[src/hw/uubd_pkg.sv]
// Shared constants for the serial/USB bulk DMA channel.
// Assumes a 32-bit APB slave port and 64-byte X/Y endpoint buffers.
package uubd_pkg;
  // Register indices as printed; the byte address is four times the index
  localparam logic [15:0] IDX_RX_CDR = 16'hffe4;
  localparam logic [15:0] IDX_RX_CSR = 16'hffe5;
  localparam logic [15:0] IDX_TX_CDR = 16'hffe0;
  localparam logic [15:0] IDX_TX_CSR = 16'hffe1;
  localparam int ADDR_W = 18;
  localparam logic [ADDR_W-1:0] ADDR_RX_CDR = {IDX_RX_CDR, 2'b00};
  localparam logic [ADDR_W-1:0] ADDR_RX_CSR = {IDX_RX_CSR, 2'b00};
  localparam logic [ADDR_W-1:0] ADDR_TX_CDR = {IDX_TX_CDR, 2'b00};
  localparam logic [ADDR_W-1:0] ADDR_TX_CSR = {IDX_TX_CSR, 2'b00};
  // Channel definition fields
  localparam int CDR_EP_LO = 0;
  localparam int CDR_EP_HI = 2;
  localparam int CDR_TR = 3;
  localparam int CDR_XY = 4;
  localparam int CDR_CNT = 5;
  localparam int CDR_INE = 6;
  localparam int CDR_EN = 7;
  // Status / time-out fields
  localparam int CSR_OVR = 0;
  localparam int CSR_TOF = 1;
  localparam int CSR_TO_LO = 2;
  localparam int CSR_TO_HI = 6;
  localparam int CSR_TEN = 7;
  localparam int CSR_PARTIAL_PACKET_FLAG = 0;
  // Sizes and reset values
  localparam int TO_W = 5;
  localparam int BUF_BYTES = 64;
  localparam int CNT_W = 7;
  localparam int PTR_W = 6;
  localparam logic [TO_W-1:0] TO_RESET = 5'h00;
  localparam logic [2:0] EP_RESET = 3'h0;
endpackage : uubd_pkg

[src/hw/uubd_dma_channel.sv]
// Serial-to-USB bulk DMA channel: receive path into IN buffers, transmit
// path out of OUT buffers, and the channel registers on APB.
// Assumes the buffer manager owns the X/Y memories and handover bits.
//
// The APB interface to the registers was decided locally.

module uubd_dma_channel (
  input wire logic core_clk,
  input wire logic srst,
  // APB slave
  input wire logic psel,
  input wire logic penable,
  input wire logic pwrite,
  input wire logic [uubd_pkg::ADDR_W-1:0] paddr,
  input wire logic [31:0] pwdata,
  output logic [31:0] prdata,
  output logic pready,
  output logic pslverr,
  // Serial receiver FIFO
  input wire logic rx_valid,
  input wire logic [7:0] rx_data,
  output logic rx_ready,
  input wire logic rx_error,
  // Serial transmitter
  output logic tx_valid,
  output logic [7:0] tx_data,
  input wire logic tx_ready,
  // Frame tick
  input wire logic sof,
  // IN buffers (handover bit 1 = free for the DMA)
  input wire logic in_handover_x,
  input wire logic in_handover_y,
  input wire logic in_buffer_select,
  output logic inbuf_wr_en,
  output logic inbuf_wr_sel,
  output logic [uubd_pkg::PTR_W-1:0] inbuf_wr_addr,
  output logic [7:0] inbuf_wr_data,
  output logic in_post,
  output logic in_post_sel,
  output logic [uubd_pkg::CNT_W-1:0] in_post_count,
  // OUT buffers (handover bit 1 = filled by the manager)
  input wire logic out_handover_x,
  input wire logic out_handover_y,
  input wire logic out_buffer_select,
  input wire logic [uubd_pkg::CNT_W-1:0] out_byte_count,
  output logic out_cnt_sel,
  output logic outbuf_rd_en,
  output logic outbuf_rd_sel,
  output logic [uubd_pkg::PTR_W-1:0] outbuf_rd_addr,
  input wire logic [7:0] outbuf_rd_data,
  output logic out_release,
  output logic out_release_sel,
  // Completion interrupts
  output logic rx_irq,
  output logic tx_irq
);
  // Transmit path states, Gray from IDLE through READ, LATCH and SEND to DONE
  typedef enum logic [2:0] {
    UUBD_O_IDLE = 3'b000,
    UUBD_O_READ = 3'b001,
    UUBD_O_LATCH = 3'b011,
    UUBD_O_SEND = 3'b010,
    UUBD_O_DONE = 3'b110
  } uubd_ostate_t;

  // Register state
  logic rx_en_r; // Receive channel enable
  logic rx_ine_r; // Receive completion interrupt enable
  logic rx_cont_r; // Continuous mode bit
  logic [2:0] rx_ep_r; // Receive descriptor pointer
  logic tx_en_r;
  logic tx_ine_r;
  logic tx_cont_r;
  logic [2:0] tx_ep_r;
  logic ten_r; // Time-out enable
  logic [uubd_pkg::TO_W-1:0] to_val_r; // Time-out in ms
  logic ovr_q; // Overrun flag
  logic tof_q; // Time-out flag
  logic partial_packet_flag_q; // Partial packet flag
  // Receive path state
  logic rx_halt_r; // Stopped by receiver error, enable kept
  logic first_byte_r; // A byte has moved since start
  logic in_sel_r; // Buffer being filled
  logic [uubd_pkg::CNT_W-1:0] in_cnt_r; // Bytes in that buffer
  logic rx_en_d_r; // Enable one cycle ago
  // Transmit path state
  uubd_ostate_t ost_r;
  logic out_sel_r;
  logic [uubd_pkg::CNT_W-1:0] out_len_r;
  logic [uubd_pkg::CNT_W-1:0] out_idx_r;
  logic tx_en_d_r;
  // Decode
  logic wr_acc, rd_setup;
  logic hit_rx_cdr, hit_rx_csr, hit_tx_cdr, hit_tx_csr, hit_any;
  logic rx_take, cur_free, both_full, to_expire;
  logic set_ovr, set_tof, rx_end, tx_end, set_partial_packet_flag;
  logic [7:0] rd_mux;

  assign hit_rx_cdr = (paddr == uubd_pkg::ADDR_RX_CDR);
  assign hit_rx_csr = (paddr == uubd_pkg::ADDR_RX_CSR);
  assign hit_tx_cdr = (paddr == uubd_pkg::ADDR_TX_CDR);
  assign hit_tx_csr = (paddr == uubd_pkg::ADDR_TX_CSR);
  assign hit_any = hit_rx_cdr | hit_rx_csr | hit_tx_cdr | hit_tx_csr;
  // Writes land only in the access phase
  assign wr_acc = psel & penable & pwrite & hit_any;
  assign rd_setup = psel & ~penable & ~pwrite;

  // Zero wait states; unmapped addresses answer with an error
  assign pready = 1'b1;
  assign pslverr = psel & penable & ~hit_any;

  // Read mux; the T/R bit always reads as one
  always_comb
  begin
    rd_mux = 8'h00;
    if (hit_rx_cdr)
      rd_mux = {rx_en_r, rx_ine_r, rx_cont_r, in_buffer_select, 1'b1, rx_ep_r};
    else if (hit_rx_csr)
      rd_mux = {ten_r, to_val_r, tof_q, ovr_q};
    else if (hit_tx_cdr)
      rd_mux = {tx_en_r, tx_ine_r, tx_cont_r, out_buffer_select, 1'b1, tx_ep_r};
    else if (hit_tx_csr)
      rd_mux = {7'h00, partial_packet_flag_q};
  end

  // Read data captured in the setup cycle, stable through access
  always_ff @(posedge core_clk)
  begin
    if (srst)
      prdata <= 32'h0000_0000;
    else if (rd_setup)
      prdata <= {24'h00_0000, rd_mux};
  end

  // Static channel settings written by software
  always_ff @(posedge core_clk)
  begin
    if (srst)
    begin
      rx_ine_r <= 1'b0;
      rx_cont_r <= 1'b0;
      rx_ep_r <= uubd_pkg::EP_RESET;
      tx_ine_r <= 1'b0;
      tx_cont_r <= 1'b0;
      tx_ep_r <= uubd_pkg::EP_RESET;
      ten_r <= 1'b0;
      to_val_r <= uubd_pkg::TO_RESET;
    end
    else if (wr_acc)
    begin
      if (hit_rx_cdr)
      begin
        rx_ine_r <= pwdata[uubd_pkg::CDR_INE];
        rx_cont_r <= pwdata[uubd_pkg::CDR_CNT];
        rx_ep_r <= pwdata[uubd_pkg::CDR_EP_HI:uubd_pkg::CDR_EP_LO];
      end
      if (hit_tx_cdr)
      begin
        tx_ine_r <= pwdata[uubd_pkg::CDR_INE];
        tx_cont_r <= pwdata[uubd_pkg::CDR_CNT];
        tx_ep_r <= pwdata[uubd_pkg::CDR_EP_HI:uubd_pkg::CDR_EP_LO];
      end
      if (hit_rx_csr)
      begin
        ten_r <= pwdata[uubd_pkg::CSR_TEN];
        to_val_r <= pwdata[uubd_pkg::CSR_TO_HI:uubd_pkg::CSR_TO_LO];
      end
    end
  end

  // Sticky completion flags, cleared by writing one
  uubd_w1c_flag u_ovr (
    .core_clk(core_clk),
    .srst(srst),
    .set(set_ovr),
    .clr(wr_acc & hit_rx_csr & pwdata[uubd_pkg::CSR_OVR]),
    .q(ovr_q)
  );
  uubd_w1c_flag u_tof (
    .core_clk(core_clk),
    .srst(srst),
    .set(set_tof),
    .clr(wr_acc & hit_rx_csr & pwdata[uubd_pkg::CSR_TOF]),
    .q(tof_q)
  );
  uubd_w1c_flag u_partial_packet_flag (
    .core_clk(core_clk),
    .srst(srst),
    .set(set_partial_packet_flag),
    .clr(wr_acc & hit_tx_csr & pwdata[uubd_pkg::CSR_PARTIAL_PACKET_FLAG]),
    .q(partial_packet_flag_q)
  );

  // Receive side: the current buffer is free while its handover bit is 1
  assign cur_free = in_sel_r ? in_handover_y : in_handover_x;
  assign both_full = ~in_handover_x & ~in_handover_y;
  // No writes when halted or when the buffer is still owned by the host
  // Refused while a stop or restart is applied, so no taken byte is lost
  assign rx_ready = rx_en_r & ~rx_halt_r & cur_free & ~to_expire & ~rx_error &
    ~(wr_acc & hit_rx_cdr);
  assign rx_take = rx_valid & rx_ready;

  // Counter runs only with time-out, channel and first byte all on
  uubd_timeout_ctr #(
    .W(uubd_pkg::TO_W)
  ) u_to (
    .core_clk(core_clk),
    .srst(srst),
    .run(ten_r & rx_en_r & ~rx_halt_r & first_byte_r),
    .reload(rx_take),
    .sof(sof),
    .load_val(to_val_r),
    .expire(to_expire)
  );

  // Completion code: every time-out sets the time-out flag, and both full adds overrun
  assign set_ovr = to_expire & both_full;
  // Prose code for receiver errors: time-out flag set, overrun clear
  assign set_tof = to_expire | (rx_error & rx_en_r & ~rx_halt_r);
  // Only a time-out ends the channel, and only with interrupts on
  assign rx_end = to_expire & rx_ine_r;

  // Receive enable: software starts, a time-out with interrupts on ends
  always_ff @(posedge core_clk)
  begin
    if (srst)
      rx_en_r <= 1'b0;
    else if (rx_end)
      rx_en_r <= 1'b0;
    else if (wr_acc && hit_rx_cdr)
      rx_en_r <= pwdata[uubd_pkg::CDR_EN];
  end

  // Fill the current buffer, post it at 64 or on a time-out or receiver error
  always_ff @(posedge core_clk)
  begin
    if (srst)
    begin
      rx_halt_r <= 1'b0;
      first_byte_r <= 1'b0;
      in_sel_r <= 1'b0;
      in_cnt_r <= '0;
      in_post <= 1'b0;
      in_post_sel <= 1'b0;
      in_post_count <= '0;
      inbuf_wr_en <= 1'b0;
      inbuf_wr_sel <= 1'b0;
      inbuf_wr_addr <= '0;
      inbuf_wr_data <= 8'h00;
    end
    else
    begin
      in_post <= 1'b0;
      inbuf_wr_en <= 1'b0;
      if (wr_acc && hit_rx_cdr && pwdata[uubd_pkg::CDR_EN])
      begin
        // Fresh start takes the select bit as the first buffer
        rx_halt_r <= 1'b0;
        first_byte_r <= 1'b0;
        in_cnt_r <= '0;
        in_sel_r <= in_buffer_select;
      end
      else if (to_expire || (rx_error && rx_en_r && !rx_halt_r))
      begin
        // Hand over what was gathered; an empty buffer is kept
        if (in_cnt_r != '0 && cur_free)
        begin
          in_post <= 1'b1;
          in_post_sel <= in_sel_r;
          in_post_count <= in_cnt_r;
          in_sel_r <= ~in_sel_r;
        end
        in_cnt_r <= '0;
        first_byte_r <= 1'b0;
        rx_halt_r <= ~to_expire;
      end
      else if (rx_take)
      begin
        first_byte_r <= 1'b1;
        inbuf_wr_en <= 1'b1;
        inbuf_wr_sel <= in_sel_r;
        inbuf_wr_addr <= in_cnt_r[uubd_pkg::PTR_W-1:0];
        inbuf_wr_data <= rx_data;
        if (in_cnt_r == uubd_pkg::CNT_W'(uubd_pkg::BUF_BYTES - 1))
        begin
          // Full packet: post and move to the other buffer
          in_post <= 1'b1;
          in_post_sel <= in_sel_r;
          in_post_count <= uubd_pkg::CNT_W'(uubd_pkg::BUF_BYTES);
          in_sel_r <= ~in_sel_r;
          in_cnt_r <= '0;
        end
        else
          in_cnt_r <= in_cnt_r + uubd_pkg::CNT_W'(1);
      end
    end
  end

  // Transmit side: a short packet sets the flag, and ends the channel only with interrupts on
  assign set_partial_packet_flag = (ost_r == UUBD_O_DONE) &&
    (out_len_r < uubd_pkg::CNT_W'(uubd_pkg::BUF_BYTES));
  assign tx_end = set_partial_packet_flag & tx_ine_r;

  // Transmit enable
  always_ff @(posedge core_clk)
  begin
    if (srst)
      tx_en_r <= 1'b0;
    else if (tx_end)
      tx_en_r <= 1'b0;
    else if (wr_acc && hit_tx_cdr)
      tx_en_r <= pwdata[uubd_pkg::CDR_EN];
  end

  // Byte count read port follows the buffer being examined
  assign out_cnt_sel = out_sel_r;
  assign outbuf_rd_sel = out_sel_r;
  assign outbuf_rd_addr = out_idx_r[uubd_pkg::PTR_W-1:0];
  assign outbuf_rd_en = (ost_r == UUBD_O_READ);
  assign tx_valid = (ost_r == UUBD_O_SEND);

  // Buffer drain: read, latch, send, repeat, then release
  always_ff @(posedge core_clk)
  begin
    if (srst)
    begin
      ost_r <= UUBD_O_IDLE;
      out_sel_r <= 1'b0;
      out_len_r <= '0;
      out_idx_r <= '0;
      tx_data <= 8'h00;
      out_release <= 1'b0;
      out_release_sel <= 1'b0;
    end
    else
    begin
      out_release <= 1'b0;
      if (wr_acc && hit_tx_cdr && pwdata[uubd_pkg::CDR_EN] && !tx_en_r)
      begin
        out_sel_r <= out_buffer_select;
        ost_r <= UUBD_O_IDLE;
      end
      else if (!tx_en_r)
        ost_r <= UUBD_O_IDLE; // Stopped by software mid-packet
      else
      begin
        unique case (ost_r)
          UUBD_O_IDLE:
          begin
            // Wait for the manager to hand the buffer over
            if (out_sel_r ? out_handover_y : out_handover_x)
            begin
              out_len_r <= out_byte_count;
              out_idx_r <= '0;
              ost_r <= (out_byte_count == '0) ? UUBD_O_DONE : UUBD_O_READ;
            end
          end
          UUBD_O_READ:
            ost_r <= UUBD_O_LATCH;
          UUBD_O_LATCH:
          begin
            // Memory data is registered, valid one cycle after the read
            tx_data <= outbuf_rd_data;
            ost_r <= UUBD_O_SEND;
          end
          UUBD_O_SEND:
          begin
            if (tx_ready)
            begin
              out_idx_r <= out_idx_r + uubd_pkg::CNT_W'(1);
              ost_r <= (out_idx_r + uubd_pkg::CNT_W'(1) == out_len_r) ?
                UUBD_O_DONE : UUBD_O_READ;
            end
          end
          UUBD_O_DONE:
          begin
            // Give the buffer back and swap to the other one
            out_release <= 1'b1;
            out_release_sel <= out_sel_r;
            out_sel_r <= ~out_sel_r;
            ost_r <= UUBD_O_IDLE;
          end
          default:
            ost_r <= UUBD_O_IDLE;
        endcase
      end
    end
  end

  // Interrupt pulses on the enable falling with interrupts on
  always_ff @(posedge core_clk)
  begin
    if (srst)
    begin
      rx_en_d_r <= 1'b0;
      tx_en_d_r <= 1'b0;
      rx_irq <= 1'b0;
      tx_irq <= 1'b0;
    end
    else
    begin
      rx_en_d_r <= rx_en_r;
      tx_en_d_r <= tx_en_r;
      rx_irq <= rx_en_d_r & ~rx_en_r & rx_ine_r;
      tx_irq <= tx_en_d_r & ~tx_en_r & tx_ine_r;
    end
  end
endmodule : uubd_dma_channel

[src/hw/uubd_timeout_ctr.sv]
// Transaction time-out down counter, stepped by start-of-frame pulses.
// Assumes sof is a one-cycle pulse once per millisecond.
module uubd_timeout_ctr #(
  parameter int W = 5
) (
  input wire logic core_clk,
  input wire logic srst,
  input wire logic run, // Counting allowed
  input wire logic reload, // Byte moved: restart the count
  input wire logic sof, // Frame tick
  input wire logic [W-1:0] load_val, // Time-out in ms
  output logic expire // One-cycle pulse at zero
);
  logic [W-1:0] cnt_r; // Remaining ms
  logic armed_r; // Counter holds a live value

  // Reload on each byte, step on each frame tick
  always_ff @(posedge core_clk)
  begin
    if (srst)
    begin
      cnt_r <= '0;
      armed_r <= 1'b0;
      expire <= 1'b0;
    end
    else
    begin
      expire <= 1'b0;
      if (!run)
        armed_r <= 1'b0;
      else if (reload)
      begin
        cnt_r <= load_val;
        armed_r <= 1'b1;
      end
      else if (armed_r && sof)
      begin
        // A zero setting expires on the first tick
        if (cnt_r <= W'(1))
        begin
          cnt_r <= '0;
          armed_r <= 1'b0;
          expire <= 1'b1;
        end
        else
          cnt_r <= cnt_r - W'(1);
      end
    end
  end
endmodule : uubd_timeout_ctr

[src/hw/uubd_w1c_flag.sv]
// One sticky status flag: hardware sets it, software clears it by writing 1.
// Assumes set and clear are single-cycle strobes on core_clk.
module uubd_w1c_flag (
  input wire logic core_clk,
  input wire logic srst,
  input wire logic set, // Hardware event
  input wire logic clr, // Write of 1 by software
  output logic q
);
  // Set beats clear so an event in the clear cycle is kept
  always_ff @(posedge core_clk)
  begin
    if (srst)
      q <= 1'b0;
    else if (set)
      q <= 1'b1;
    else if (clr)
      q <= 1'b0;
  end
endmodule : uubd_w1c_flag
[config.mk]
export PLATFORM = sky130hd
export DESIGN_NAME = uubd_dma_channel
export DESIGN_NICKNAME = d
export VERILOG_FILES = /design/src/hw/uubd_pkg.sv /design/src/hw/uubd_dma_channel.sv /design/src/hw/uubd_timeout_ctr.sv /design/src/hw/uubd_w1c_flag.sv
export SDC_FILE = /design/constraint.sdc
export NUM_CORES = 1
export LEC_CHECK = 0
export ABC_AREA = 1
export BUFFER_PORTS_ARGS = -buffer_cell sky130_fd_sc_hd__clkbuf_2
export CORE_ASPECT_RATIO = 0.9
export CORE_MARGIN = 1
export CORE_UTILIZATION = 46
export CTS_CLUSTER_DIAMETER = 150
export CTS_CLUSTER_SIZE = 10
export DETAILED_ROUTE_END_ITERATION = 16
export GPL_TIMING_DRIVEN = 0
export PLACE_DENSITY = 0.78
export SYNTH_ARGS = -nofsm -noshare
export SYNTH_HDL_FRONTEND = slang
export SYNTH_SLANG_ARGS = --single-unit
[constraint.sdc]
create_clock -name core_clk -period 1.7 [get_ports core_clk]
set_clock_uncertainty 0.1 [all_clocks]
set_input_delay 0.17 -clock core_clk [delete_from_list [all_inputs] [get_ports core_clk]]
set_output_delay 0.17 -clock core_clk [all_outputs]
set_load 0.01 [all_outputs]
Word-level counts from Yosys, hierarchy flattened
Cells that the tools add are included.
{"block": "op_classes", "add_sub_neg": 3, "multipliers": 0, "div_mod_pow": 0, "magnitude_cmp": 2, "eq_ne": 14, "shift": 0, "mux": 50, "bitwise": 53, "n_reduce_logical": 49}
{"operator": "== test 18 bit (second input constant)", "n": 4}
{"operator": "two-way mux 7 bit", "n": 7}
{"operator": "bitwise AND 1 bit", "n": 31}
{"operator": "two-way mux 1 bit", "n": 31}
{"operator": "two-way mux 8 bit", "n": 3}
{"operator": "nonzero test 2 bit", "n": 10}
{"operator": "inverter 1 bit", "n": 18}
{"operator": "two-way mux 5 bit", "n": 3}
{"operator": "adder 7 x 1 -> 7 bit (second input constant)", "n": 2}
{"operator": "case mux 7 bit (2 select lines)", "n": 1}
{"operator": "AND reduction 2 bit", "n": 7}
{"operator": "two-way mux 3 bit", "n": 4}
{"operator": "case mux 3 bit (4 select lines)", "n": 1}
{"operator": "AND reduction 3 bit", "n": 4}
{"operator": "logical AND 1 bit", "n": 10}
{"operator": "AND reduction 4 bit", "n": 2}
{"operator": "OR reduction 2 bit", "n": 4}
{"operator": "== test 7 x 6 -> 1 bit (second input constant)", "n": 1}
{"operator": "== test 7 bit", "n": 1}
{"operator": "zero test 7 bit", "n": 1}
{"operator": "< comparator 7 bit (second input constant)", "n": 1}
{"operator": "nonzero test 7 bit", "n": 1}
{"operator": "== test 3 x 2 -> 1 bit (second input constant)", "n": 2}
{"operator": "nonzero test 3 bit", "n": 2}
{"operator": "14 further kinds", "n": 20}
{"block": "totals", "ff_bits": 103, "latchBits": 0, "mem_bits_rw": 0, "mem_bits_ro": 0, "input_bits": 88, "output_inout_bits": 82, "elab_cells": 210, "n_memories": 0}

Longest topological paths before layout
Gate-level depths: netlist of the first run.
{"block": "logic_depth", "word_depth": 12, "depth_mapped": 13, "depth_no_buf": 13}

By module
A second synthesis of the first run with hierarchy kept.
{"block": "unflattened", "hier_cells": 692, "area_unflattened_um2": 4978.5}
{"mod": "uubd_dma_channel", "instances": 1, "cells_each": 619, "area_each_um2": 4438.0, "seq_area_each_um2": 1861.8}
{"mod": "uubd_timeout_ctr", "instances": 1, "cells_each": 58, "area_each_um2": 420.4, "seq_area_each_um2": 140.1}
{"mod": "uubd_w1c_flag", "instances": 3, "cells_each": 5, "area_each_um2": 40.0, "seq_area_each_um2": 20.0}

Worst setup path after synthesis of the first run
OpenSTA, ideal clock, no wires.
{"block": "synth_timing", "path_kind": "register -> register", "startpoint": "reg out_idx_r[0] (netlist bit)", "endpoint": "reg ost_r[1]", "setup_time_ns": 0.070, "arrival_time_ns": 1.560, "required_ns": 1.530, "setup_slack_ns": -0.029, "path_stages_with_launch": 13, "n_path_buf": 1, "synth_period_minus_slack_ns": 1.729, "cell_sequence": "dfxtp_1 ha_1 clkbuf_1 nand4_1 nand2_1 nand2_1 nand2_1 nand3_1 nor2_1 nand3_1 nand2_1 nand2_1 a21oi_1"}
{"block": "synth_between", "elab_chain_len": 5}
{"item": "start, declared", "line_no": "uubd_dma_channel.sv:90", "text": "logic [uubd_pkg::CNT_W-1:0] out_idx_r;"}
{"item": "start signal, assigned", "line_no": "uubd_dma_channel.sv:370", "text": "out_idx_r <= out_idx_r + uubd_pkg::CNT_W'(1);"}
{"item": "adder 7 x 1 -> 7 bit", "line_no": "uubd_dma_channel.sv:371", "text": "ost_r <= (out_idx_r + uubd_pkg::CNT_W'(1) == out_len_r) ?"}
{"item": "== test 7 bit", "line_no": "uubd_dma_channel.sv:371"}
{"item": "two-way mux 3 bit", "line_no": "uubd_dma_channel.sv:371"}
{"item": "two-way mux 3 bit", "line_no": "uubd_dma_channel.sv:368", "text": "if (tx_ready)"}
{"item": "case mux 3 bit (4 select lines)", "line_no": "uubd_dma_channel.sv:347", "text": "unique case (ost_r)"}
{"item": "end signal, assigned", "line_no": "uubd_dma_channel.sv:355", "text": "ost_r <= (out_byte_count == '0) ? UUBD_O_DONE : UUBD_O_READ;"}
{"item": "end signal, assigned", "line_no": "uubd_dma_channel.sv:371"}
{"item": "end, declared", "line_no": "uubd_dma_channel.sv:87", "text": "uubd_ostate_t ost_r;"}
Every way passes these cells. The select of a mux whose other input is x is not followed.
A chain may end at the register's enable or synchronous reset.

Worst setup path after layout of the first run
{"block": "layout_timing", "startpoint": "reg in_cnt_r[1] (netlist bit)", "endpoint": "reg in_post_count[3] (netlist bit)"}
{"block": "layout_between", "elab_chain_len": 4, "elab_cells_between_ends": 6, "classes_between": "eq/ne: 2; reduce/logical: 4"}
{"item": "start, declared", "line_no": "uubd_dma_channel.sv:84", "text": "logic [uubd_pkg::CNT_W-1:0] in_cnt_r;"}
{"item": "start signal, assigned", "line_no": "uubd_dma_channel.sv:294", "text": "in_cnt_r <= in_cnt_r + uubd_pkg::CNT_W'(1);"}
{"item": "nonzero test 7 bit", "line_no": "uubd_dma_channel.sv:266", "text": "if (in_cnt_r != '0 && cur_free)"}
{"item": "logical AND 1 bit", "line_no": "uubd_dma_channel.sv:266"}
{"item": "inequality test 2 x 1 -> 1 bit (no source line)"}
{"item": "AND reduction 4 bit (no source line) (*)"}
{"item": "end signal, assigned", "line_no": "uubd_dma_channel.sv:270", "text": "in_post_count <= in_cnt_r;"}
{"item": "end signal, assigned", "line_no": "uubd_dma_channel.sv:289", "text": "in_post_count <= uubd_pkg::CNT_W'(uubd_pkg::BUF_BYTES);"}
{"item": "end, declared", "line_no": "uubd_dma_channel.sv:40", "text": "output logic [uubd_pkg::CNT_W-1:0] in_post_count,"}
Every way passes the cells marked *; elsewhere a longest branch is shown, timed or not.

==> metrics.cfg, run 1 <==
[run_status]
status=finished with violations
violations=hold timing, setup timing

[critical_path]
startpoint_type=flop
r2r_setup_slack_ns=-0.07
crit_family=simple AND/OR/NAND/NOR gates
critPathMaxFanout=5
required_ns=1.84
crit_type=reg2reg
crit_path_end_kind=flop
max_stage_delay_ns=0.41
worstRegToRegCells=10
slowest_stage=o41ai_4
arrival_ns=1.91
crit_buf_inv=2
r2r-end=in_post_count[3]
path_cells=inv_4 > ha_4 > nand3_4 > o41ai_4 > nand2_2 > nand2_4 > buf_6 > nand2_1 > nand2_1 > nor2_1
r2r_start=in_cnt_r[1]
worst_path_most_repeated_cell=nand2_1

[yosys]
syn_inst=719
ys.flop_type=dfxtp_1
synth_cell_types=44
syn_area_per_cell_um2=7.023
async_reset_ff_share_pct=0
synth_enable_flop_cells=0
synth_seq_cells=103
yosys_warnings=0
synth_area_um2=5050
ys_seq_area_share_pct=40.83

[grt]
antenna_found_initial=0
grt_pass1_wl_mm=21.21
grt_max_degree=17
grt_pass1_vias=4577
grt_overflow=0
grt_util_all_layers_pct=23.41

[cts]
clk_latency_ns=0.35
root_buffer=clkbuf_16
clock-sinks=103
htreeDepth=3
cts_buffer_depth=2
clk_pin_slew_ns=0.07
cts_tree=built
numCtsBuffers=9

[placement]
io_buffers=119
dp_hpwl_mm=9.313
pre_cts_ws_ns=-0.2182
place_area_um2=5894
gp_congestion=0.8798

[timing]
slew_violations=0
fmax_ghz=0.5651
hold_viol=3
post-route-period-util_pct=104.1
max_slew_margin_pct=55.43
setup_viol=9
hold_ws_ns=-0.005449
period_minus_slack_ns=1.770
setup_slack_ns=-0.06960
rsz0062_at_grt=true
tightestPinTransition_ns=0.6685

[min_path]
whs_path_depth=3
hold_class=in2reg
min_from=pwdata[6]
hold_path_end=to_val_r[4]

[drt]
wl_per_cell_um=13.23
vias=5162
drc_errors=0
dr.pass1.iters=4
drtIter0Drc=302
drt_wl_total_mm=13.89
antenna_left=0
viasPerCell=4.916

[die]
io_pins=170
rows=35
die_h_um=101.4
core-area_um2=10470
dieArea_um2=11400
die_w_um=112.4
initial_core_util_pct=48.25

[power_and_ir_drop]
total_power_uw=4996
irDropWorstVdd_v=0.0004780
power_density_nw_per_um2=716.5
leakage_uw=0.003253

[cells_and_area]
num-fill-cells=859
area_growth_pct=38.08
final_area_um2=6973
final_net_count=1009
drive_gt1_share_pct=33.66
n_antenna_cell=0

[run]
maxCapViolations=0

## layout by cell type (no fill, tap or decap), types with 8 or more instances in the layout
cell,Yosys,layout
nand2_1,141,129
clkbuf_2,0,120
nor2_1,119,105
dfxtp_1,103,88
inv_1,67,59
buf_4,33,55
o21ai_0,59,52
a21oi_1,48,42
nand3_1,30,27
conb_1,2,25
dlygate4sd3_1,0,21
nand2_2,7,17
nor2_2,7,15
inv_2,9,13
clkbuf_1,14,11
nor2_4,4,10
clkbuf_16,0,9
o21ai_1,6,8
dfxtp_4,0,8
## worst max-delay path by stage
stage | startpoint | end | slack, ns | depth (start not counted)
final | in_cnt_r[1] | in_post_count[3] | -0.07 | 10
after floorplan | in_cnt_r[1] | in_post_count[1] | 0.02 | 10
after CTS | rx_en_r | in_post_count[0] | -0.03 | 12
after global routing | in_cnt_r[1] | in_post_count[6] | -0.17 | 9
after global placement | out_idx_r[0] | ost_r[1] | -0.18 | 12
after detailed placement | out_idx_r[0] | ost_r[1] | -0.22 | 12
## power breakdown
group | internal [uW] | total [uW] | switching, uW
clock | 1330 | 2240 | 910
combinational | 162 | 343 | 181
sequential | 2410 | 2410 | 4.95
total | 3900 | 5000 | 1100
## worst register-to-register path, delay by kind of cell, from the launching register on
| kind | cells | cell delay [ns] |
|---|---|---|
| DFF | 1 | 0.37 |
| AOI/OAI and AO/OA | 1 | 0.41 |
| and+or+nand+nor | 6 | 0.47 |
| buffers and inverters | 2 | 0.19 |
| adders and majority gates | 1 | 0.13 |
## cells in the mapped netlist, types with 7 or more instances
cell | instances | area, um2
a21oi_1 | 48 | 240.2
a31oi_1 | 7 | 43.79
buf_4 | 33 | 247.7
clkbuf_1 | 14 | 52.55
dfxtp_1 | 103 | 2062
inv_1 | 67 | 251.5
inv_2 | 9 | 33.78
nand2_1 | 141 | 529.3
nand2_2 | 7 | 43.79
nand3_1 | 30 | 150.1
nor2_1 | 119 | 446.7
nor2_2 | 7 | 43.79
o211ai_1 | 7 | 52.55
o21ai_0 | 59 | 295.3
## kinds of logic after synthesis
group,share of synthesized area (%)
flops,40.83
fa+ha+maj,1.239
other cells,0.1487
mux,0.1982
simple gates,28.89
buf+inv,12.56
xor+xnor,1.388
compound gates,14.74
## sequential cells by signal (all words and copies together) (netlist names), 3 cells and up
register       cells
u_to.cnt_r         5
prdata             8
out_idx_r          7
ost_r              3
inbuf_wr_data      8
in_post_count      7
inbuf_wr_addr      6
rx_ep_r            3
to_val_r           5
tx_data            8
in_cnt_r           7
tx_ep_r            3
out_len_r          7
## final cells by class
| class | instances | area [um2] | share of cell area (%) |
|---|---|---|---|
| Tap cell | 129 | 161.4 | 2.315 |
| Timing Repair Buffer | 164 | 989.7 | 14.19 |
| Buffer | 52 | 371.6 | 5.329 |
| Clock inverter | 5 | 81.33 | 1.166 |
| Clock buffer | 11 | 242.7 | 3.481 |
| Multi-Input combinational cell | 510 | 2728 | 39.12 |
| Inverter | 76 | 297.8 | 4.271 |
| Sequential cell | 103 | 2101 | 30.13 |
## stage by stage
| stage | util, % | cells | TNS (ns) |
|---|---|---|---|
| after CTS | 62.63 | 1030 | -0.1593 |
| final | 66.62 | 1050 | -0.4940 |
| after detailed placement | 56.32 | 990 | -9.393 |
| after global routing | 66.62 | 1050 | -1.929 |
| after global placement | 56.32 | 990 | -7.341 |
| after floorplan | - | 742 | 0 |
## timing repair
item                                    CTS  global route
pin swaps                                 5            32
resized for setup                        29            98
buffers inserted                          4            19
gates cloned                              0             1
endpoints found under the hold margin    21             0
hold buffers                             21             0
endpoints found under the setup margin   56            53
## metal layers
layer / part of all wire, % / wire length, um / global-route usage, % / vias to the layer above
met5: 0 / 0 / 0 / -
met4: 1.1 / 150 / 4.821 / 0
met3: 6.1 / 843 / 5.446 / 17
met2: 49 / 6814 / 41.76 / 169
met1: 44 / 6084 / 29.10 / 2325
li1: - / - / - / 2651
No activity file was read; power rests on OpenSTA's default activity.
==> run 2: changes to the inputs <==
- CORE_ASPECT_RATIO: 0.9 -> not set
==> metrics.cfg, run 2 (synthesized netlist as in run 1, its figures left out) <==
[run_status]
status=finished with violations
violations=setup timing

[grt]
grt_overflow=0  ; unchanged
antenna_found_initial=0  ; unchanged
grt_pass1_wl_mm=21.80  ; +2.8%
grt_util_all_layers_pct=24.12  ; +0.71 points
grt_max_degree=19  ; +2
grt_pass1_vias=4637  ; +1.3%

[min_path]
min_from=out_byte_count[6]
hold_class=in2reg

[critical_path]
crit_path_end_kind=flop
arrival_ns=2.01  ; +0.10 ns
slowest_stage=dfxtp_4
worst_path_most_repeated_cell=nand2_2
critPathMaxFanout=5  ; unchanged
path_cells=ha_4 > nand3_4 > nor2_4 > nand2_2 > nor2_2 > nand4_2 > nand2_2 > nand2_4 > clkbuf_16 > o21ai_2 > nor2_1
required_ns=1.88  ; +0.04 ns
r2r_start=in_cnt_r[1]
max_stage_delay_ns=0.41  ; about the same
crit_type=reg2reg
crit_start=in_cnt_r[1]
startpoint_type=flop

[placement]
place_area_um2=5903  ; +0.15%
pre_cts_ws_ns=-0.2204  ; -0.002148 ns
dp_hpwl_mm=9.394  ; +0.87%
gp_congestion=0.8236  ; -6.4%
io_buffers=119  ; unchanged

[cts]
root_buffer=clkbuf_8
clk_pin_slew_ns=0.11  ; +0.04 ns
cts_tree=built
htreeDepth=3  ; unchanged
numCtsBuffers=9  ; unchanged
cts_buffer_depth=2  ; unchanged
clock-sinks=103  ; unchanged
clk_latency_ns=0.38  ; +0.03 ns

[timing]
hold_ws_ns=0.01079  ; +0.01624 ns
post-route-period-util_pct=107.8  ; +3.7 points
fmax_ghz=0.5455  ; -3.5%
tightestPinTransition_ns=0.6582  ; -0.01036 ns
fin_setup_tns_ns=-1.053  ; -0.5591 ns
rsz0062_at_grt=true
setup_viol=13  ; +4
hold_viol=0  ; -3
period_minus_slack_ns=1.833  ; +0.06342 ns
max_slew_margin_pct=56.12  ; +0.69 points
setup_slack_ns=-0.1330  ; -0.06342 ns
slew_violations=0  ; unchanged

[die]
die_h_um=106.8  ; +5.3%
io_pins=170  ; unchanged
rows=37  ; +5.7%
core-area_um2=10460  ; about the same
dieArea_um2=11400  ; about the same
die_w_um=106.8  ; -5.0%
initial_core_util_pct=48.27  ; about the same

[cells_and_area]
drive_gt1_share_pct=34.30  ; +0.64 points
final_area_um2=7061  ; +1.3%
largestRegisters=inbuf_wr_data x8, prdata x8, tx_data x8
area_growth_pct=39.82
layout_common_cells=nand2_1, clkbuf_2, nor2_1, dfxtp_1, inv_1
final_common_cell=nand2_1
final_net_count=1018  ; +0.89%
num-fill-cells=857  ; -0.23%
n_antenna_cell=0  ; unchanged

[power_and_ir_drop]
irDropWorstVdd_v=0.0003657  ; -23%
power_density_nw_per_um2=618.2  ; -14%
leakage_uw=0.003306  ; +1.6%
total_power_uw=4365  ; -13%

[run]
maxCapViolations=0  ; unchanged

[drt]
drc_errors=0  ; unchanged
vias=5335  ; +3.4%
drtIter0Drc=283  ; -6.3%
dr.pass1.iters=5  ; +1
viasPerCell=5.005  ; +1.8%
antenna_left=0  ; unchanged
drt_wl_total_mm=14.60  ; +5.1%
wl_per_cell_um=13.70  ; +3.5%

## run 2: cell types whose count changed in the layout (fill, tap and decap cells not counted), sizes merged
cell / before / now
buf: 64 / 62
inv: 75 / 78
dlygate4sd3: 21 / 30
clkinv: 3 / 2
bufinv: 2 / 1
clkinvlp: 1 / 2
## run 2: final timing paths
path                           end  slack [ns]  depth (start not counted)
setup reg to reg  in_post_count[6]       -0.13                         11
hold reg to reg             tx_irq        0.33                          2
hold / removal        out_len_r[6]        0.01                          3
setup / recovery  in_post_count[6]       -0.13                         11
## run 2: what timing repair did
item / CTS / global route
hold buffers: 30 / 0
resized for setup: 33 / 105
gates cloned: 0 / 2
pin swaps: 9 / 29
setup endpoints to repair: 55 / 59
endpoints found under the hold margin: 32 / 0
setup buffers: 10 / 13
## run 2: per-stage QoR
step / utilization, % / cells
CTS: 63.07 / 1051
global placement: 56.42 / 997
detailed placement: 56.42 / 997
floorplan: - / 742
global route: 67.48 / 1066
finish: 67.48 / 1066
## run 2: report_power, final
group | leakage (uW) | total (uW) | switching [uW] | internal, uW
clock | 0.0000964 | 1590 | 894 | 696
sequential | 0.000839 | 2410 | 5.62 | 2410
combinational | 0.00237 | 360 | 186 | 175
total | 0.00331 | 4360 | 1090 | 3280
## run 2: per-layer routing
metal | track usage [%] | routed length, um
met1 | 30.86 | 6100
met3 | 3.161 | 877
met5 | 0 | 0
met2 | 41.80 | 7317
met4 | 7.926 | 306
## run 2: critical path, delay by kind of cell, from the launching register on
kind,cells,cell delay (ns)
AND/OR/NAND/NOR,8,0.78
flip-flops,1,0.41
adder cells (fa/ha/maj),1,0.16
buffers and inverters,1,0.16
AO/OA/AOI/OAI,1,0.11
## run 2: area by class of cell
type | instances | area (um2) | share of cell area (%)
clock inverters | 7 | 80.08 | 1.134
inverters | 76 | 297.8 | 4.218
repair buffers | 174 | 1130 | 16.00
clock buffers | 9 | 123.9 | 1.754
flip-flops and latches | 103 | 2097 | 29.70
multi-input cells | 510 | 2791 | 39.54
well taps | 136 | 170.2 | 2.410
plain buffers | 51 | 370.4 | 5.245
==> run 3: changes to the inputs <==
- SKIP_LAST_GASP: not set -> 1
==> metrics.cfg, run 3 (synthesized netlist as in run 1, its figures left out) <==
[drt]
drc_errors=0  ; unchanged
drt_wl_total_mm=14.68  ; +0.56%
vias=5319  ; -0.30%
drtIter0Drc=291  ; +2.8%
wl_per_cell_um=13.76  ; +0.47%
viasPerCell=4.985  ; -0.39%
antenna_left=0  ; unchanged
dr.pass1.iters=5  ; unchanged

[die]
rows=37  ; unchanged
initial_core_util_pct=48.27  ; unchanged
die_w_um=106.8  ; unchanged
io_pins=170  ; unchanged
dieArea_um2=11400  ; unchanged
core-area_um2=10460  ; unchanged
die_h_um=106.8  ; unchanged

[critical_path]
path_cells=ha_4 > nand3_4 > nor2_4 > nand2_2 > nor2_2 > nand4_2 > nand2_2 > nand2_4 > clkbuf_16 > a21oi_1 > nor2_1
worst_path_most_repeated_cell=nand2_2
startpoint_type=flop
critPathMaxFanout=5  ; unchanged
slowest_stage=dfxtp_4
required_ns=1.89  ; about the same
arrival_ns=2.02  ; about the same
crit_type=reg2reg
max_stage_delay_ns=0.41  ; about the same
crit_path_end_kind=flop

[cells_and_area]
n_antenna_cell=0  ; unchanged
final_util_pct=67.41  ; -0.072 points
largestRegisters=inbuf_wr_data x8, prdata x8, tx_data x8
seq_area_um2=2097  ; unchanged
drive_gt1_share_pct=34.05  ; -0.25 points
num-fill-cells=867  ; +1.2%
fin_cells=1067  ; +0.094%
final_common_cell=nand2_1
area_growth_pct=39.67
layout_common_cells=nand2_1, clkbuf_2, nor2_1, dfxtp_1, inv_1
final_net_count=1019  ; +0.098%
final_area_um2=7053  ; -0.11%
multi_input_area_um2=2776  ; -0.54%

[placement]
dp_hpwl_mm=9.394  ; unchanged
place_area_um2=5903  ; unchanged
pre_cts_ws_ns=-0.2204  ; unchanged
gp_congestion=0.8236  ; unchanged
io_buffers=119  ; unchanged
placedCellCount=997  ; unchanged

[run]
maxCapViolations=0  ; unchanged

[timing]
hold_viol=0  ; unchanged
rsz0062_at_grt=true
setup_viol=12  ; -1
post-route-period-util_pct=107.8  ; about the same
period_minus_slack_ns=1.833  ; +0.00001800 ns
fmax_ghz=0.5455  ; about the same
tightestPinTransition_ns=0.6319  ; -0.02628 ns
setup_slack_ns=-0.1330  ; -0.00001800 ns
max_slew_margin_pct=57.87  ; +1.8 points
slew_violations=0  ; unchanged

[cts]
cts_buffer_depth=2  ; unchanged
htreeDepth=3  ; unchanged
clk_pin_slew_ns=0.11  ; about the same
clock-sinks=103  ; unchanged
cts_tree=built
root_buffer=clkbuf_8
clk_latency_ns=0.38  ; about the same
numCtsBuffers=9  ; unchanged

[power_and_ir_drop]
power_density_nw_per_um2=619.8  ; +0.26%
leakage_uw=0.003307  ; about the same
irDropWorstVdd_v=0.0003661  ; +0.10%

[run_status]
violations=setup timing
status=finished with violations

[grt]
grt_max_degree=19  ; unchanged
grt_pass1_vias=4632  ; -0.11%
antenna_found_initial=0  ; unchanged
grt_util_all_layers_pct=24.07  ; -0.052 points
grt_overflow=0  ; unchanged
grt_pass1_wl_mm=21.74  ; -0.26%

[min_path]
hold_class=in2reg

[run 3: report_power, final]
part           total [uW]  internal (uW)  leakage [uW]  switching [uW]
clock network        1600            696     0.0000964             901
registers            2410           2410      0.000839            5.65
logic                 360            175       0.00237             186
total                4370           3280       0.00331            1090
[run 3: area by class of cell]
type | count | share of cell area (%)
Buffer | 51 | 5.251
Multi-Input combinational cell | 510 | 39.36
Tap cell | 136 | 2.413
Sequential cell | 103 | 29.73
Inverter | 76 | 4.222
Clock inverter | 7 | 1.135
Clock buffer | 9 | 1.756
Timing Repair Buffer | 175 | 16.13
[run 3: routing by layer]
layer | part of all wire (%) | global-route usage (%) | routed length, um | vias up
met5 | 0 | 0 | 0 | -
met4 | 1.8 | 7.926 | 268 | 0
met3 | 5.5 | 3.161 | 813 | 26
met2 | 51 | 41.71 | 7445 | 194
met1 | 42 | 30.79 | 6155 | 2431
li1 | - | - | - | 2668
[run 3: critical path, delay by kind of cell, from the launching register on]
kind,cells,cell delay [ns]
DFF,1,0.41
buffers and inverters,1,0.16
adders and majority gates,1,0.16
and+or+nand+nor,8,0.79
AOI/OAI and AO/OA,1,0.11
[run 3: per-stage QoR]
stage,TNS (ns),hold slack (ns),total power (uW)
after floorplan,0,0.2049,2635
after global placement,-7.762,0.2923,2761
after detailed placement,-10.18,0.2989,2764
after CTS,-0.1777,0.001105,4364
after global routing,-3.831,0.02222,4488
final,-1.066,0.008995,4371
[run 3: what timing repair did]
item,4_1_cts,5_1_grt
pin swaps,9,27
hold buffers,30,0
gates resized for setup,32,102
setup buffers,10,14
endpoints found under the setup margin,55,59
cloned,0,2
hold endpoints to repair,32,0
[run 3: worst paths after layout]
kind	cells after the start	endpoint	start	slack (ns)
min reg2reg	2	tx_irq	tx_en_d_r	0.34
max reg2reg	11	in_post_count[1]	in_cnt_r[1]	-0.13
max	11	in_post_count[1]	in_cnt_r[1]	-0.13
min	3	out_len_r[6]	out_byte_count[6]	0.009
